File: src/rtl/uvs_pkg.sv
// uvs_pkg: register map, field positions, reset values and timing counts
// for the uv sensor operational state control register bank.
// assumes a byte-wide register port already decoded from the serial bus.
package uvs_pkg;
  // register offsets (4 lsbs of the serial address)
  localparam logic [3:0] UVS_ADDR_OSC = 4'h0;
  localparam logic [3:0] UVS_ADDR_TEMP = 4'h1;
  localparam logic [3:0] UVS_ADDR_GEN = 4'h2;
  localparam logic [3:0] UVS_ADDR_RES_LO = 4'h2;
  localparam logic [3:0] UVS_ADDR_RES_HI = 4'h4;
  localparam logic [3:0] UVS_ADDR_CTRL_LO = 4'h6;
  localparam logic [3:0] UVS_ADDR_CTRL_HI = 4'hB;
  // state register field positions
  localparam int UVS_BIT_START = 7;
  localparam int UVS_BIT_PD = 6;
  localparam int UVS_BIT_SRST = 3;
  localparam int UVS_SEL_HI = 2;
  // state select codes
  localparam logic [2:0] UVS_SEL_CONFIG = 3'h2;
  localparam logic [2:0] UVS_SEL_MEAS = 3'h3;
  // reset values
  localparam logic UVS_RST_START = 1'b0;
  localparam logic UVS_RST_PD = 1'b1;
  localparam logic [7:0] UVS_RST_CTRL = 8'h00;
  localparam logic [15:0] UVS_RST_RESULT = 16'h0000;
  // generation register: arbitrary neutral identity values
  localparam logic [3:0] UVS_PART_ID = 4'h5;
  localparam logic [3:0] UVS_LAYOUT_REV = 4'h3;
  // conversion timing: 1024 clocks per conversion, gap of 16 clocks
  localparam int UVS_CONV_CYCLES = 1024;
  localparam int UVS_GAP_CYCLES = 16;
  localparam logic [10:0] UVS_CONV_LAST = 11'(UVS_CONV_CYCLES - 1);
  localparam logic [10:0] UVS_GAP_LAST = 11'(UVS_GAP_CYCLES - 1);
  typedef enum logic [1:0] {
    UVS_ST_IDLE = 2'b00,
    UVS_ST_CONV = 2'b01,
    UVS_ST_GAP = 2'b11
  } uvs_meas_e;
endpackage

File: src/rtl/uvs_state_regs.sv
// uvs_state_regs: operational state register, generation register,
// access gating of control and result banks, measurement sequencer.
// assumes a byte-wide register port, strobes synchronous to clk.
`timescale 1ns/1ns

// Overview of operation
// - bit7 starts measurement in measurement state
// - bit6 power down, resets to one
// - soft reset bit always reads zero
// - bits2:0 select state, reset 010
// - config state: control bank open, no measuring
// - measure state: results open, controls blocked
// - back to config clears results, halts
// - no-change codes keep state, other bits apply
// - soft reset halts, config, restores registers
// - power down applies in both states
// - power down only between conversions
// - 83h enters and starts, 80h needs state
// - start with power down wakes internally
// - generation register: id and revision nibbles
// - ready falls at start, rises at end
// - powers up configuring with power down
module uvs_state_regs
(
  // clock and reset
  input wire logic clk,
  input wire logic rst,
  input wire logic clk_en,
  // register port
  input wire logic [3:0] reg_addr,
  input wire logic reg_wr,
  input wire logic reg_rd,
  input wire logic [7:0] reg_wdata,
  output logic [7:0] reg_rdata,
  output logic reg_rvalid,
  // conversion data from the analog front end
  input wire logic [15:0] conv_data,
  // status toward pins and analog
  output logic ready,
  output logic analog_on,
  output logic meas_state,
  output logic ctrl_wr,
  output logic [7:0] ctrl_wdata
);
  import uvs_pkg::*;

  logic start_bit;
  logic pd_bit;
  logic [2:0] op_state_select;
  logic [7:0] ctrl_bank [UVS_ADDR_CTRL_LO:UVS_ADDR_CTRL_HI];
  logic [15:0] result [UVS_ADDR_RES_LO:UVS_ADDR_RES_HI];
  uvs_meas_e meas;
  logic [10:0] cnt;
  logic [1:0] chan;
  logic in_meas;
  logic wr_osc;
  logic srst;
  logic to_config;
  logic start_req;
  logic next_ctrl_ok;
  logic [7:0] next_rdata;
  logic halt;
  logic next_meas_state;
  logic next_pd_bit;

  assign in_meas = (op_state_select == UVS_SEL_MEAS);
  assign wr_osc = reg_wr && (reg_addr == UVS_ADDR_OSC);
  assign srst = wr_osc && reg_wdata[UVS_BIT_SRST];
  // state after this cycle; the status flag follows it without a cycle of lag
  assign next_meas_state = srst ? 1'b0
                           : (wr_osc && reg_wdata[UVS_SEL_HI:1] == 2'b01) ? reg_wdata[0]
                           : in_meas;
  // power bit as it will stand, so analog power follows a write at once
  assign next_pd_bit = srst ? UVS_RST_PD : wr_osc ? reg_wdata[UVS_BIT_PD] : pd_bit;
  // only a real transition from measurement clears results
  assign to_config = wr_osc && (reg_wdata[UVS_SEL_HI:0] == UVS_SEL_CONFIG)
                     && in_meas;
  // start counts only if the write leaves measurement selected, entering it included;
  // a start bit written together with a return to config must not stick
  assign start_req = wr_osc && reg_wdata[UVS_BIT_START] && next_meas_state;
  // any state write that does not start stops a running measurement
  assign halt = srst || to_config || (wr_osc && !start_req);
  assign next_ctrl_ok = reg_wr && !in_meas && reg_addr >= UVS_ADDR_CTRL_LO
                        && reg_addr <= UVS_ADDR_CTRL_HI;

  // state register fields; soft reset restores reset values
  always_ff @(posedge clk or posedge rst)
  begin
    if (rst)
    begin
      start_bit <= UVS_RST_START;
      pd_bit <= UVS_RST_PD;
      op_state_select <= UVS_SEL_CONFIG;
    end
    else if (clk_en)
    begin
      if (srst)
      begin
        start_bit <= UVS_RST_START;
        pd_bit <= UVS_RST_PD;
        op_state_select <= UVS_SEL_CONFIG;
      end
      else if (wr_osc)
      begin
        start_bit <= start_req;
        pd_bit <= reg_wdata[UVS_BIT_PD];
        // codes 00x and 1xx leave the state alone
        if (reg_wdata[UVS_SEL_HI:1] == 2'b01)
          op_state_select <= reg_wdata[UVS_SEL_HI:0];
      end
      else if (meas == UVS_ST_GAP && cnt == UVS_GAP_LAST && chan == 2'd0)
        start_bit <= 1'b0; // single measurement completes
    end
  end

  // control bank, writable only in configuration state
  always_ff @(posedge clk or posedge rst)
  begin
    if (rst)
    begin
      for (int i = UVS_ADDR_CTRL_LO; i <= UVS_ADDR_CTRL_HI; i++)
        ctrl_bank[i] <= UVS_RST_CTRL;
      ctrl_wr <= 1'b0;
      ctrl_wdata <= UVS_RST_CTRL;
    end
    else if (clk_en)
    begin
      ctrl_wr <= next_ctrl_ok;
      ctrl_wdata <= reg_wdata;
      if (srst)
      begin
        for (int i = UVS_ADDR_CTRL_LO; i <= UVS_ADDR_CTRL_HI; i++)
          ctrl_bank[i] <= UVS_RST_CTRL;
      end
      else if (next_ctrl_ok)
        ctrl_bank[reg_addr] <= reg_wdata;
    end
  end

  // measurement sequencer: three channel conversions then a gap
  always_ff @(posedge clk or posedge rst)
  begin
    if (rst)
    begin
      meas <= UVS_ST_IDLE;
      cnt <= 11'h000;
      chan <= 2'd0;
    end
    else if (clk_en)
    begin
      if (halt)
      begin
        meas <= UVS_ST_IDLE; // halts at once
        cnt <= 11'h000;
        chan <= 2'd0;
      end
      else
      begin
        unique case (meas)
          UVS_ST_IDLE:
          begin
            if (start_req)
              meas <= UVS_ST_CONV; // only reachable in measurement
            cnt <= 11'h000;
          end
          UVS_ST_CONV:
          begin
            cnt <= cnt + 11'h001;
            if (cnt == UVS_CONV_LAST)
            begin
              cnt <= 11'h000;
              if (chan == 2'd2)
              begin
                chan <= 2'd0;
                meas <= UVS_ST_GAP;
              end
              else
                chan <= chan + 2'd1;
            end
          end
          UVS_ST_GAP:
          begin
            cnt <= cnt + 11'h001;
            if (cnt == UVS_GAP_LAST)
              meas <= UVS_ST_IDLE;
          end
          default:
            meas <= UVS_ST_IDLE;
        endcase
      end
    end
  end

  // result capture per channel; cleared on return to config
  generate
    for (genvar g = 0; g < 3; g++)
    begin : g_res
      always_ff @(posedge clk or posedge rst)
      begin
        if (rst)
          result[UVS_ADDR_RES_LO + g] <= UVS_RST_RESULT;
        else if (clk_en)
        begin
          if (srst || to_config)
            result[UVS_ADDR_RES_LO + g] <= UVS_RST_RESULT;
          else if (meas == UVS_ST_CONV && cnt == UVS_CONV_LAST && chan == 2'(g))
            result[UVS_ADDR_RES_LO + g] <= conv_data;
        end
      end
    end
  endgenerate

  // ready and analog power; power down waits for the gap
  always_ff @(posedge clk or posedge rst)
  begin
    if (rst)
    begin
      ready <= 1'b1;
      analog_on <= 1'b0;
      meas_state <= 1'b0;
    end
    else if (clk_en)
    begin
      meas_state <= next_meas_state;
      if (start_req && meas == UVS_ST_IDLE)
        ready <= 1'b0;
      else if (halt)
        ready <= 1'b1; // a stopped measurement reports idle at once
      else if (meas == UVS_ST_CONV && cnt == UVS_CONV_LAST && chan == 2'd2)
        ready <= 1'b1;
      else if (meas == UVS_ST_IDLE)
        ready <= 1'b1;
      // wake for a started measurement overrides power down
      if (start_req || meas == UVS_ST_CONV)
        analog_on <= 1'b1;
      else
        analog_on <= !next_pd_bit;
    end
  end

  // read mux, one byte per read, answered the next cycle
  always_comb
  begin
    next_rdata = 8'h00;
    if (reg_addr == UVS_ADDR_OSC)
      next_rdata = {start_bit, pd_bit, 2'b00, 1'b0, op_state_select};
    else if (!in_meas && reg_addr == UVS_ADDR_GEN)
      next_rdata = {UVS_PART_ID, UVS_LAYOUT_REV};
    else if (!in_meas && reg_addr >= UVS_ADDR_CTRL_LO && reg_addr <= UVS_ADDR_CTRL_HI)
      next_rdata = ctrl_bank[reg_addr];
    else if (in_meas && reg_addr >= UVS_ADDR_RES_LO && reg_addr <= UVS_ADDR_RES_HI)
      next_rdata = result[reg_addr][7:0]; // low byte
  end

  always_ff @(posedge clk or posedge rst)
  begin
    if (rst)
    begin
      reg_rdata <= 8'h00;
      reg_rvalid <= 1'b0;
    end
    else if (clk_en)
    begin
      reg_rvalid <= reg_rd;
      reg_rdata <= reg_rd ? next_rdata : 8'h00;
    end
  end
endmodule

File: config.mk
export PLATFORM = sky130hd
export DESIGN_NAME = uvs_state_regs
export DESIGN_NICKNAME = d
export VERILOG_FILES = /design/src/rtl/uvs_pkg.sv /design/src/rtl/uvs_state_regs.sv
export SDC_FILE = /design/constraint.sdc
export NUM_CORES = 1
export LEC_CHECK = 0
export BUFFER_PORTS_ARGS = -buffer_cell sky130_fd_sc_hd__buf_2
export CORE_UTILIZATION = 60
export CTS_BUF_LIST = sky130_fd_sc_hd__clkbuf_8 sky130_fd_sc_hd__clkbuf_16
export DETAILED_ROUTE_END_ITERATION = 10
export PLACE_DENSITY = 0.88
export SYNTH_ARGS = -nofsm -noshare
export SYNTH_HDL_FRONTEND = slang
export SYNTH_SLANG_ARGS = --single-unit
File: constraint.sdc
create_clock -name clk -period 9.6 [get_ports clk]
set_input_delay 1.92 -clock clk [delete_from_list [all_inputs] [get_ports clk]]
set_output_delay 1.92 -clock clk [all_outputs]
set_load 0.05 [all_outputs]
After elaboration in Yosys (flattened, before gate mapping). Cells that the tools add are included.

Output and inout port bits: 21. ROM bits: 0. Latch bits: 0. RAM bits: 0. Input port bits: 33. Register bits: 137. Memories kept: 0. Logic and storage cells: 150.

Reductions and logical operators: 54. Bitwise logic cells: 1. Eq/ne operators: 14. Mux-type cells: 50. Multipliers: 0. Order comparisons: 7. Shift-type cells: 0. Div/mod/pow operators: 0. $add $sub $neg: 2.

Operators by type and width (number): $mux 16 (6); $mux 48 (2); $mux 8 (10); $bmux 16 s3 (1); $bwmux 48 (1); $pmux 11 s3 (1); $bmux 8 s4 (1); $demux 8 s4 (1); $logic_and 1x1->1 (24); $mux 11 (2); $mux 2 (9); $reduce_bool 2->1 (8); $reduce_and 2->1 (7); $mux 1 (12); $add 11x1->11 const B (1); $eq 11x10->1 const B (1); $eq 11x4->1 const B (1); $mux 3 (3); $ne 3x2->1 const B (3); $reduce_bool 4->1 (2); $eq 2x1->1 const B (3); $eq 3x2->1 const B (2); $pmux 2 s3 (1); $reduce_and 3->1 (2); 18 further kinds (24).

Logic depth before layout (Yosys ltp).
Word-level depth: 11. Gate-level depth with buffers: 8. Depth with buffers taken out: 6.

Worst setup path before layout. Ideal clock, no wire load.

Kind: input to register. From: input reg_addr[1]. To: register result[0] (netlist bit). Path buffers: 3. Setup time: 0.121 ns. Required time: 9.479 ns. Path slack: 5.979 ns. Stages: 8. Arrival: 3.500 ns. Cell sequence: buf_6 nor4_4 nand2_2 or2_1 buf_2 and3_1 buf_6 a22o_1.

Longest elaborated chain between the ends: 7. Elaborated cells on any way between the ends: 9. Those cells by class: 1 x mux; 8 x reduce/logical.

RTL lines: start, declared (RTL line uvs_state_regs.sv:30) `input wire logic [3:0] reg_addr,`; $logic_not 4->1 * (RTL line uvs_state_regs.sv:67) `assign wr_osc = reg_wr && (reg_addr == UVS_ADDR_OSC);`; $logic_and 1x1->1 * (RTL line uvs_state_regs.sv:67); $logic_and 1x1->1 (RTL line uvs_state_regs.sv:76) `assign to_config = wr_osc && (reg_wdata[UVS_SEL_HI:0] == UVS_SEL_CONFIG)`; $logic_and 1x1->1 (RTL line uvs_state_regs.sv:77) `&& in_meas;`; $logic_or 1x1->1 * (RTL line uvs_state_regs.sv:204) `if (srst || to_config)`; $reduce_bool 2->1 (no line); $reduce_and 2->1 (no line); end signal, assigned by index (RTL line uvs_state_regs.sv:207) `result[UVS_ADDR_RES_LO + g] <= conv_data;`; end, declared (RTL line uvs_state_regs.sv:51) `logic [15:0] result [UVS_ADDR_RES_LO:UVS_ADDR_RES_HI];`.

Every way passes the cells marked *; elsewhere a longest branch is shown, timed or not. A chain may end at the register's enable or synchronous reset.

Final worst setup path.
From: input reg_addr[0]. To: register ctrl_bank[23] (netlist bit).

Longest elaborated chain between the ends: 8. Elaborated cells on any way between the ends: 18. Those cells by class: 4 x order compare; 5 x mux; 1 x bitwise; 8 x reduce/logical.

RTL lines: $not 4->5 (implied by the code) (RTL line uvs_state_regs.sv:136) `ctrl_bank[reg_addr] <= reg_wdata;`; $ge 5x5->1 (implied by the code) or $lt 5x1->1 (tied branches) (RTL line uvs_state_regs.sv:136); $logic_and 1x1->1 (implied by the code) (RTL line uvs_state_regs.sv:136); $mux 8 (implied by the code) (RTL line uvs_state_regs.sv:136); $demux 8 s4 (RTL line uvs_state_regs.sv:136); $bwmux 48 (RTL line uvs_state_regs.sv:136); $mux 48 (RTL line uvs_state_regs.sv:135) `else if (next_ctrl_ok)`; $mux 48 (RTL line uvs_state_regs.sv:130) `if (srst)`; end signal, assigned by index (RTL line uvs_state_regs.sv:136); end, declared (RTL line uvs_state_regs.sv:50) `logic [7:0] ctrl_bank [UVS_ADDR_CTRL_LO:UVS_ADDR_CTRL_HI];`.

Parallel ways exist; a longest one is shown, timed or not. The select of a mux whose other input is x is not followed.

==> metrics <==
multi-input logic area=0.002624 sq mm; R2R cell count=4; site row count=35; Net Count, Synth=between 600 and 700; VDD IR max=0.1539 mV; # port buffers=45; synthesized flop and latch total=approximately 110; top cells by count, synth=110 x dfrtp_1, 107 x nand2_1, 57 x o21ai_0, 33 x nand3_1, 27 x inv_1; Bufs on Longest Clock Path=2; Leak=roughly 0.0029 uW; gr ovfl total=0; CP Capture Type=flop; clk root buf=clkbuf_8; biggest area consumer among synthesized cells=dfrtp_1; largest net degree at the start of global routing=59; Req. time, crit path=just under 10 ns; RSZ-0062 raised after global routing=no; share of post-route cells with drive strength above 1=0.1609; Seq/Total Area, Yosys=0.4951; P per Cell Area=approximately 200 mW/mm^2; CP max FO=38; hold path cells=2; Final Setup Violations=0; Vias=5,213; Avg Synthesized Cell Area=approximately 9.6 sq um; final-report max-slew violation count=0; First DRT Iteration DRCs=around 670; DP Worst Slack=roughly 5 ns; final setup TNS=0 ns; routed len/inst=about 20 um; Setup WS post-layout=5.367 ns; post-synthesis instance total=approximately 600; DR pass1 iterations=6; post-route antenna net violation count=0; first-pass GRT wire length=approximately 25 mm; Hold Fails Final Rpt=0; worst min path class=flop to flop; H-tree depth=4; Synth Warn #=0; Final period util=0.4410; Fin Hold WS=approximately 0.49 ns; cts repair resizes=0; Post-Syn Area=between 0.005 and 0.006 sq mm; chip height=99.63 um; CORE AREA=0.009240 sq mm; largest cells by area after synthesis=dfrtp_1 48%, nand2_1 7.0%, o21ai_0 5.0%; Max-Cap Viols=0; CP startpoint kind=input pin; total die area=about 0.0099 sq mm; Initial Util=0.6190; cts hold-fix bufs=0; asr flop ratio synth=1.000; HPWL reported at the end of detailed placement=between 9 and 10 mm; min Tclk post-route=4.233 ns; CTS tree=done; Slew HR=0.1367; Synth-to-Final Area Change=14.61%; Post-synth EDFFs=0; NumNets Final=661; top-count cell post-synth=dfrtp_1; predominant post-synthesis flop cell=dfrtp_1; GPL Wtd Cong=a little under 0.9; Num CTS Buffers=17; DR vias/cell=6.779; worst skew pair latency=0.53 ns; Clock Sinks=113; GRT Total Usage=0.3359; clk_skew=between 0.008 and 0.009 ns; Yosys top cell area share=0.4813; FMAX=roughly 240 MHz; CP Class=input pin to flop; Yosys cell types=66; die width=between 90 and 100 um; number of post-CTS setup repair buffers=0; vias in the first global route=about 5,000; # diodes=0; storage element area=between 0.002 and 0.003 sq mm; # fillers=a little over 600; Reg clk slew, reported paths=0.05 ns; measured slew at the worst slew-check pin=1.289 ns; wirelength, routed=roughly 16 mm; # DRC=0; Top Ports=54; run status=completed; crit path DAT=roughly 4.6 ns; initial antenna violation count=0
[layout make-up]
type / count / area share
Tap cell: 129 / 0.02462
Timing Repair Buffer: 48 / 0.03779
Sequential cell: 113 / 0.4320
Clock buffer: 19 / 0.06738
Inverter: 27 / 0.01584
Clock inverter: 13 / 0.02214
Multi-Input combinational cell: 420 / 0.4003
[cells by family after synthesis]
| kind of cell | synth area share |
|---|---|
| and+or+nand+nor | 0.1884 |
| buffers and inverters | 0.04725 |
| AOI/OAI and AO/OA | 0.2008 |
| muxes | 0.06016 |
| xor gates and xnor gates | 0.006127 |
| adders and majority gates | 0.002187 |
| DFF | 0.4951 |
[worst max-delay path, cell delays in order]
cell and delay (ns):
buf_2 0.77, or4_1 0.42, nor4_4 0.11, a31oi_1 0.97, o21ai_0 0.34
[per-stage QoR]
stage | utilization | instances | total power [uW] | instance area (sq um)
2_1_floorplan | - | 595 | 666.6 | 5719
5_1_grt | 0.7094 | 769 | 1375 | 6555
4_1_cts | 0.7087 | 769 | 1333 | 6549
3_5_place_dp | 0.6452 | 737 | 712.1 | 5962
3_3_place_gp | 0.6452 | 737 | 702.1 | 5962
6_report | 0.7094 | 769 | 1334 | 6555
[cells in the final DEF (no fill, tap or decap), types with 4 or more instances in the layout]
cell         n
a21oi_1     12
a22o_1       8
a22oi_1      5
a31oi_1      7
a32o_1       6
buf_2       45
clkbuf_16   16
clkinv_2     4
dfrtp_1    110
inv_1       29
mux2i_1     13
mux4_2       8
nand2_1    107
nand2b_1     5
nand3_1     33
nand4_1      5
nor2_1      19
nor2b_1      4
nor3_1       9
o211ai_1     8
o21ai_0     57
o21ai_1     12
o22ai_1     11
o2bb2ai_1    8
o31ai_1     13
[power breakdown]
group	switching, uW	internal, uW
Combinational	117	51.7
Clock	219	404
Sequential	30.6	512
[worst paths after layout]
| check | endpoint | from | slack (ns) |
|---|---|---|---|
| max in group asynchronous | result[32]$_DFFE_PP0P_ | rst | 6.94 |
| min reg2reg | ctrl_bank[13]$_DFFE_PP0P_ | ctrl_bank[13]$_DFFE_PP0P_ | 0.49 |
| min in group asynchronous | ctrl_wdata[3]$_DFFE_PP0P_ | rst | 1.50 |
| max reg2reg | ctrl_bank[23]$_DFFE_PP0P_ | op_state_select[1]$_DFFE_PP1P_ | 6.62 |
| min | ctrl_bank[13]$_DFFE_PP0P_ | ctrl_bank[13]$_DFFE_PP0P_ | 0.49 |
| max | ctrl_bank[23]$_DFFE_PP0P_ | reg_addr[0] | 5.37 |
[routing by layer]
layer / wire length (um) / track usage / share of wire / up-vias
met5: 0 / 0 / 0 / -
met4: 573 / 0.1629 / 0.037 / 0
met3: 1495 / 0.09346 / 0.096 / 77
met2: 7519 / 0.5182 / 0.48 / 351
met1: 5976 / 0.4410 / 0.38 / 2535
li1: - / - / - / 2250
[flip-flops by register name (all words and copies together), names as in the netlist, 2 cells and up]
name,count
result,24
ctrl_wdata,8
reg_rdata,8
meas,2
op_state_select,3
cnt,11
chan,2
ctrl_bank,48
(Power assumes the default switching activity.)
